File: src/swk_pkg.sv
// Package: sleep states, wake sources and timing counts for the wake logic
package swk_pkg;
   // Sleep state encodings on the state input
   localparam logic [2:0] SLP_S0 = 3'h0;
   localparam logic [2:0] SLP_S1 = 3'h1;
   localparam logic [2:0] SLP_S3 = 3'h3;
   localparam logic [2:0] SLP_S4 = 3'h4;
   localparam logic [2:0] SLP_S5 = 3'h5;
   // Wake source bit positions
   localparam int SRC_LAN  = 0;
   localparam int SRC_RING = 1;
   localparam int SRC_USB  = 2;
   localparam int SRC_KBMS = 3;
   localparam int SRC_PME  = 4;
   localparam int NSRC     = 5;
   // Front panel lamp codes
   localparam logic [1:0] LAMP_OFF   = 2'h0;
   localparam logic [1:0] LAMP_GREEN = 2'h1;
   localparam logic [1:0] LAMP_AMBER = 2'h2;
   // Power-good wait, in ns, and derived cycles at 200 MHz
   localparam int CLK_NS      = 5;
   localparam int PWR_WAIT_NS = 1000;
   localparam int PWR_WAIT_CY = (PWR_WAIT_NS + CLK_NS - 1) / CLK_NS;
endpackage

File: src/swk_sync_if.sv
// Interface: synchronised wake source levels between sync and core
`timescale 1ns/10ps
`default_nettype none
interface swk_sync_if #(parameter int N = 5);
   logic [N-1:0] lvl;
   modport src (output lvl);
   modport dst (input lvl);
endinterface
`default_nettype wire

File: src/swk_sync.sv
// Two-stage synchroniser for the wake source inputs
`timescale 1ns/10ps
`default_nettype none
module swk_sync #(
   parameter int N = 5
) (
   // Clock and reset
   input  wire logic   mclk,
   input  wire logic   nrst,
   // Raw inputs and synchronised output
   input  wire logic [N-1:0] raw,
   swk_sync_if.src           sy
);
   logic [N-1:0] meta;
   logic [N-1:0] stab;

   always_ff @(posedge mclk or negedge nrst) begin
      if (!nrst) begin
         meta <= '0;
         stab <= '0;
      end else begin
         meta <= raw;
         stab <= meta;
      end
   end

   assign sy.lvl = stab;
endmodule
`default_nettype wire

File: src/swk_core.sv
// Wake-event qualification and main power sequencing
`timescale 1ns/10ps
`default_nettype none
module swk_core #(
   parameter int PWR_WAIT = swk_pkg::PWR_WAIT_CY
) (
   // Clock and reset
   input  wire logic       mclk,
   input  wire logic       nrst,
   // System sleep state and entry request
   input  wire logic [2:0] sleep_state,
   input  wire logic       sleep_req,
   // Wake sources, active high except pme_n, which is active low
   input  wire logic       lan_wake,
   input  wire logic       ring_ext,
   input  wire logic       ring_int,
   input  wire logic       usb_act,
   input  wire logic       kbms_act,
   input  wire logic       pme_n,
   // Firmware options and board strap
   input  wire logic       pme_wake_en,
   input  wire logic       lan_s5_en,
   input  wire logic       pme_s5_en,
   input  wire logic       lamp_dual,
   // Power supply, indicator and wake status outputs
   input  wire logic       pwr_good,
   output logic            main_pwr_on,
   output logic [1:0]      lamp,
   output logic            resume_ctx,
   output logic            wake_pulse,
   output logic [4:0]      wake_cause
);
   localparam int NS = swk_pkg::NSRC;

   typedef enum logic [3:0] {
      ST_RUN   = 4'b0001,
      ST_SLEEP = 4'b0010,
      ST_PWRUP = 4'b0100,
      ST_WAKE  = 4'b1000
   } swk_state_e;

   swk_state_e  st;
   swk_state_e  next_st;
   logic [2:0]  held_state;
   logic [NS-1:0] latch;
   logic [15:0] wait_cnt;
   swk_sync_if #(.N(NS)) syi ();

   // Either modem path raises the same ring source
   wire       ring_any = ring_ext | ring_int;
   wire [NS-1:0] raw_src = {~pme_n, kbms_act, usb_act, ring_any, lan_wake};

   swk_sync #(.N(NS)) u_sync (
      .mclk (mclk),
      .nrst (nrst),
      .raw  (raw_src),
      .sy   (syi.src)
   );

   function automatic logic is_light(input logic [2:0] s);
      return (s == swk_pkg::SLP_S1) || (s == swk_pkg::SLP_S3);
   endfunction

   function automatic logic is_deep(input logic [2:0] s);
      return (s == swk_pkg::SLP_S4) || (s == swk_pkg::SLP_S5);
   endfunction

   wire light = is_light(held_state);
   wire deep  = is_deep(held_state);
   wire in_s5 = held_state == swk_pkg::SLP_S5;

   // Per-source permission in the held sleep state
   wire [NS-1:0] allow;
   assign allow[swk_pkg::SRC_LAN]  = light |
                                     (deep & ~in_s5) | (in_s5 & lan_s5_en);
   // Ring only from S1 or S3
   assign allow[swk_pkg::SRC_RING] = light;
   // USB only from S1 or S3
   assign allow[swk_pkg::SRC_USB]  = light;
   // PS/2 only from S1 or S3
   assign allow[swk_pkg::SRC_KBMS] = light;
   // PME# with firmware option; S5 needs its own enable
   assign allow[swk_pkg::SRC_PME]  = pme_wake_en &
                                     (light | (deep & ~in_s5) |
                                      (in_s5 & pme_s5_en));

   wire sleeping  = st == ST_SLEEP;
   // Synchronised levels masked by what the held state permits
   wire [NS-1:0] qual = syi.lvl & allow;
   wire any_wake  = sleeping && (|latch);
   wire wait_done = wait_cnt == 16'(PWR_WAIT - 1);

   // Latch qualified sources until the wake completes
   always_ff @(posedge mclk or negedge nrst) begin
      if (!nrst)
         latch <= '0;
      else if (st == ST_RUN)
         latch <= '0;
      else if (sleeping)
         latch <= latch | qual;
   end

   always_ff @(posedge mclk or negedge nrst) begin
      if (!nrst)
         held_state <= swk_pkg::SLP_S0;
      else if (st == ST_RUN && sleep_req)
         held_state <= sleep_state;
   end

   always_comb begin
      next_st = st;
      case (st)
         ST_RUN: begin
            if (sleep_req && sleep_state != swk_pkg::SLP_S0)
               next_st = ST_SLEEP;
         end
         ST_SLEEP: begin
            if (any_wake)
               next_st = ST_PWRUP;
         end
         ST_PWRUP: begin
            // Timeout guards against a supply that never reports good
            if (pwr_good || wait_done)
               next_st = ST_WAKE;
         end
         ST_WAKE:  next_st = ST_RUN;
         default:  next_st = ST_RUN;
      endcase
   end

   always_ff @(posedge mclk or negedge nrst) begin
      if (!nrst)
         st <= ST_RUN;
      else
         st <= next_st;
   end

   always_ff @(posedge mclk or negedge nrst) begin
      if (!nrst)
         wait_cnt <= '0;
      else if (st == ST_PWRUP)
         wait_cnt <= wait_cnt + 16'h0001;
      else
         wait_cnt <= '0;
   end

   // Next values of the registered outputs, decoded once here
   wire entering_s1 = sleep_state == swk_pkg::SLP_S1 && st == ST_RUN;
   wire held_s1     = held_state == swk_pkg::SLP_S1 && st != ST_RUN;

   // Supply off while sleeping in S3 and deeper
   wire       next_pwr    = (next_st != ST_SLEEP) || entering_s1 || held_s1;
   wire [1:0] sleep_lamp  = lamp_dual ? swk_pkg::LAMP_AMBER
                                      : swk_pkg::LAMP_OFF;
   // Amber or dark lamp while asleep
   wire [1:0] next_lamp   = (next_st == ST_SLEEP) ? sleep_lamp
                                                  : swk_pkg::LAMP_GREEN;
   wire       next_pulse  = st == ST_WAKE;
   // Resume saved context only from S1 or S3
   wire       next_resume = (st == ST_WAKE) && light;
   wire       take_cause  = (st == ST_SLEEP) && any_wake;

   // Supply switch; on at reset so a cold start powers the board
   always_ff @(posedge mclk or negedge nrst) begin
      if (!nrst)
         main_pwr_on <= 1'b1;
      else
         main_pwr_on <= next_pwr;
   end

   // Front panel lamp
   always_ff @(posedge mclk or negedge nrst) begin
      if (!nrst)
         lamp <= swk_pkg::LAMP_GREEN;
      else
         lamp <= next_lamp;
   end

   // One-cycle completion pulse
   always_ff @(posedge mclk or negedge nrst) begin
      if (!nrst)
         wake_pulse <= 1'b0;
      else
         wake_pulse <= next_pulse;
   end

   always_ff @(posedge mclk or negedge nrst) begin
      if (!nrst)
         resume_ctx <= 1'b0;
      else
         resume_ctx <= next_resume;
   end

   // Cause held until the next wake so software can read it late
   always_ff @(posedge mclk or negedge nrst) begin
      if (!nrst)
         wake_cause <= '0;
      else if (take_cause)
         wake_cause <= latch;
   end
endmodule
`default_nettype wire

File: config.mk
export PLATFORM = sky130hd
export DESIGN_NAME = swk_core
export DESIGN_NICKNAME = d
export VERILOG_FILES = /design/src/swk_pkg.sv /design/src/swk_sync_if.sv /design/src/swk_sync.sv /design/src/swk_core.sv
export SDC_FILE = /design/constraint.sdc
export NUM_CORES = 1
export LEC_CHECK = 0
export BUFFER_PORTS_ARGS = -buffer_cell sky130_fd_sc_hd__buf_2
export CORE_MARGIN = 2
export CORE_UTILIZATION = 56
export DETAILED_ROUTE_END_ITERATION = 8
export PLACE_DENSITY = 0.78
export SLEW_MARGIN = 20
export SYNTH_ARGS = -nofsm -noshare
export SYNTH_HDL_FRONTEND = slang
export SYNTH_HIERARCHICAL = 1
export SYNTH_SLANG_ARGS = --single-unit
File: constraint.sdc
create_clock -name mclk -period 2 [get_ports mclk]
set_input_delay 0.1 -clock mclk [delete_from_list [all_inputs] [get_ports mclk]]
set_output_delay 0.1 -clock mclk [all_outputs]
set_load 0.03 [all_outputs]
==> results.sh <==
export IMPL_outcome="finished clean"
export IMPL_nNetsFinal=224
export IMPL_drc_errors=0
export IMPL_clock_sinks=48
export IMPL_routed_top_layer="met4"
export IMPL_synthesis_nets=182
export IMPL_vias=1487
export IMPL_syn_to_final_growth_pct=18.4
export IMPL_final_layout_size_suffix_gt1_frac=0.261
export IMPL_end_kind="flip-flop"
export IMPL_slew_violations=0
export IMPL_ys_flop_type="dfrtp_1"
export IMPL_grt_pass1_wl_um=6490
export IMPL_die_w_um=64.2
export IMPL_cp_required_ps=2270
export IMPL_cp_max_fo=6
export IMPL_hp_class="input pin to flip-flop"
export IMPL_core_area_sq_um=3420
export IMPL_arrival_ps=1970
export IMPL_wl_met3_um=164
export IMPL_io_pins=27
export IMPL_finalPower_mw=2.42
export IMPL_leakage_nw=1.03
export IMPL_fin_crit_sh=0.846
export IMPL_powerDensity_nw_per_um2=1010
export IMPL_syn_area_per_cell_sq_um=12.4
export IMPL_synth_edf_count=0
export IMPL_first_pass_iters=4
export IMPL_final_antenna_net_count=0
export IMPL_regToRegStartpoint="latch[0]"
export IMPL_final_cell_area_sq_um=2400
export IMPL_vias_per_cell=5.88
export IMPL_min_period_ps=1690
export IMPL_routabilityCongestion=0.857
export IMPL_synth_async_reset_ratio=1.00
export IMPL_max_cap_viol_count=0
export IMPL_reg2reg_depth=3
export IMPL_start_util=0.595
export IMPL_hold_ws_ps=4.45
export IMPL_clock_latency_ps=370
export IMPL_path_class="flip-flop to flip-flop"
export IMPL_tns_ps=0
export IMPL_post_drt_wl_per_cell_um=15.2
export IMPL_htreeDepth=2
export IMPL_synth_seq_cells=48
export IMPL_cts_tree="built"
export IMPL_crit_end="wake_cause[0]"
export IMPL_wirelength_um=3850
export IMPL_yosysWarnings=6
export IMPL_grt_pass1_vias=1403
export IMPL_antenna_found_initial=0
export IMPL_drt_iter0_drc=89
export IMPL_port_buffers=26
export IMPL_grt_max_degree=49
export IMPL_place_ws_ps=324
export IMPL_place_area_sq_um=2210
export IMPL_hpwl_um=2670
export IMPL_ff2ff_setup_slack_ps=310
export IMPL_setup_ws_ps=308
export IMPL_wl_met2_um=1820
export IMPL_worst_setup_path_start_kind="flip-flop"
export IMPL_setup_viol=0
export IMPL_netlist_area_sq_um=2030
export IMPL_r2r_end="wake_cause[0]"
export IMPL_hold_viol_final=0
export IMPL_post_cts_buffers=0
export IMPL_track_usage=0.209
export IMPL_postSynthCellCount=164
export IMPL_die_h_um=64.2
export IMPL_max_vdd_ir_drop_uv=683
export IMPL_fmax_mhz=591
export IMPL_clk_path_buf_depth=2
export IMPL_fin_skew_ps=7.90
export IMPL_met1Wirelength_um=1760
export IMPL_clkTransAtPathRegs_ps=140
export IMPL_worst_pin_slew_ps=569
export IMPL_crit_start="latch[0]"
export IMPL_rows=21
export IMPL_dieArea_sq_um=4120
export IMPL_maxSlewHeadroom=0.621
export IMPL_numCtsBuffers=5
export IMPL_grt_ovfl_total=0
export IMPL_rsz0062_at_grt="no"
export IMPL_yosysUniqueCellTypes=41
export IMPL_antenna_cells=0
export IMPL_root_buffer="clkbuf_4"
export IMPL_synth_seq_area_share=0.593
==> timing repair <==
action,CTS,global route
hold endpoints to repair,56,0
resized for setup,0,0
hold buffers,11,0
==> flip-flops by register name, summed over array words and instances, names as in the netlist <==
name / count
main_pwr_on: 1
latch: 5
lamp: 2
u_sync/meta: 5
wake_pulse: 1
resume_ctx: 1
wait_cnt: 16
u_sync/sy.lvl: 5
wake_cause: 5
held_state: 3
st: 4
==> cell families after synthesis <==
kind of cell | synth area share
AOI/OAI and AO/OA | 0.108
and+or+nand+nor | 0.217
muxes | 0.0474
adders and majority gates | 0.00616
xor gates and xnor gates | 0.0129
DFF | 0.593
buffers and inverters | 0.0148
==> cells in the mapped netlist, types with 4 or more instances <==
master | n | area [sq um]
dfrtp_1 | 45 | 1130
nor2_1 | 9 | 33.8
o31ai_1 | 5 | 37.5
a22o_1 | 6 | 52.6
or3_1 | 4 | 25.0
nand3_1 | 5 | 25.0
mux2_2 | 5 | 56.3
mux2i_1 | 4 | 40.0
nor4_1 | 4 | 25.0
a21oi_1 | 7 | 35.0
nand2_1 | 10 | 37.5
nand2b_1 | 5 | 31.3
or4_1 | 6 | 45.0
o21ai_0 | 5 | 25.0
==> worst min-delay path by stage <==
stage | from | to | cells past startpoint
floorplan | nrst | held_state[0] | 0
global placement | nrst | held_state[1] | 2
detailed placement | kbms_act | u_sync/meta[3] | 1
CTS | sleep_state[1] | held_state[1] | 2
global route | sleep_state[1] | held_state[1] | 2
finish | sleep_state[1] | held_state[1] | 2
==> report_power, final <==
part | internal, mW | switching, mW | total [mW]
Combinational | 0.263 | 0.336 | 0.599
Sequential | 1.12 | 0.123 | 1.24
Clock | 0.261 | 0.315 | 0.576
==> final cells by class <==
cell class / instances / area, sq um
clock buffer: 5 / 37.5
tap: 46 / 57.6
clock inverter: 3 / 42.5
fill: 272 / 1010
inverter: 3 / 11.3
timing repair buffer: 39 / 255
sequential: 48 / 1200
multi-input combinational: 109 / 796
==> critical path: stages, from the launching register on <==
cell and delay (ps):
dfrtp_1 420, or4_4 580, o21ai_4 230, mux2_2 380
==> through the flow <==
| step | cells | utilization |
|---|---|---|
| floorplan | 164 | - |
| global placement | 234 | 0.648 |
| CTS | 253 | 0.704 |
| global route | 253 | 0.704 |
| finish | 253 | 0.704 |
| detailed placement | 234 | 0.648 |
==> cell usage in the layout (no fill, tap or decap), drive strengths merged, types with 2 or more instances in the layout <==
cell         instances
a21oi                7
a22o                 6
a32o                 2
and2                 2
buf                 28
clkbuf               5
dfrtp               45
dfstp                3
dlygate4sd3         11
inv                  3
mux2                 5
mux2i                4
nand2               10
nand2b               5
nand3                6
nand4                3
nor2                 9
nor2b                3
nor3                 2
nor4                 5
nor4b                4
o21a                 2
o21ai                6
o31ai                5
or2                  2
or3                  4
or4                  7
or4b                 4
xor2                 2
==> routing by layer <==
layer  up-vias  global-route usage
met2        35               0.327
met3        11              0.0440
met5         -                   0
met4         0               0.112
li1        699                   -
met1       742               0.273
(Power assumes the default switching activity.)
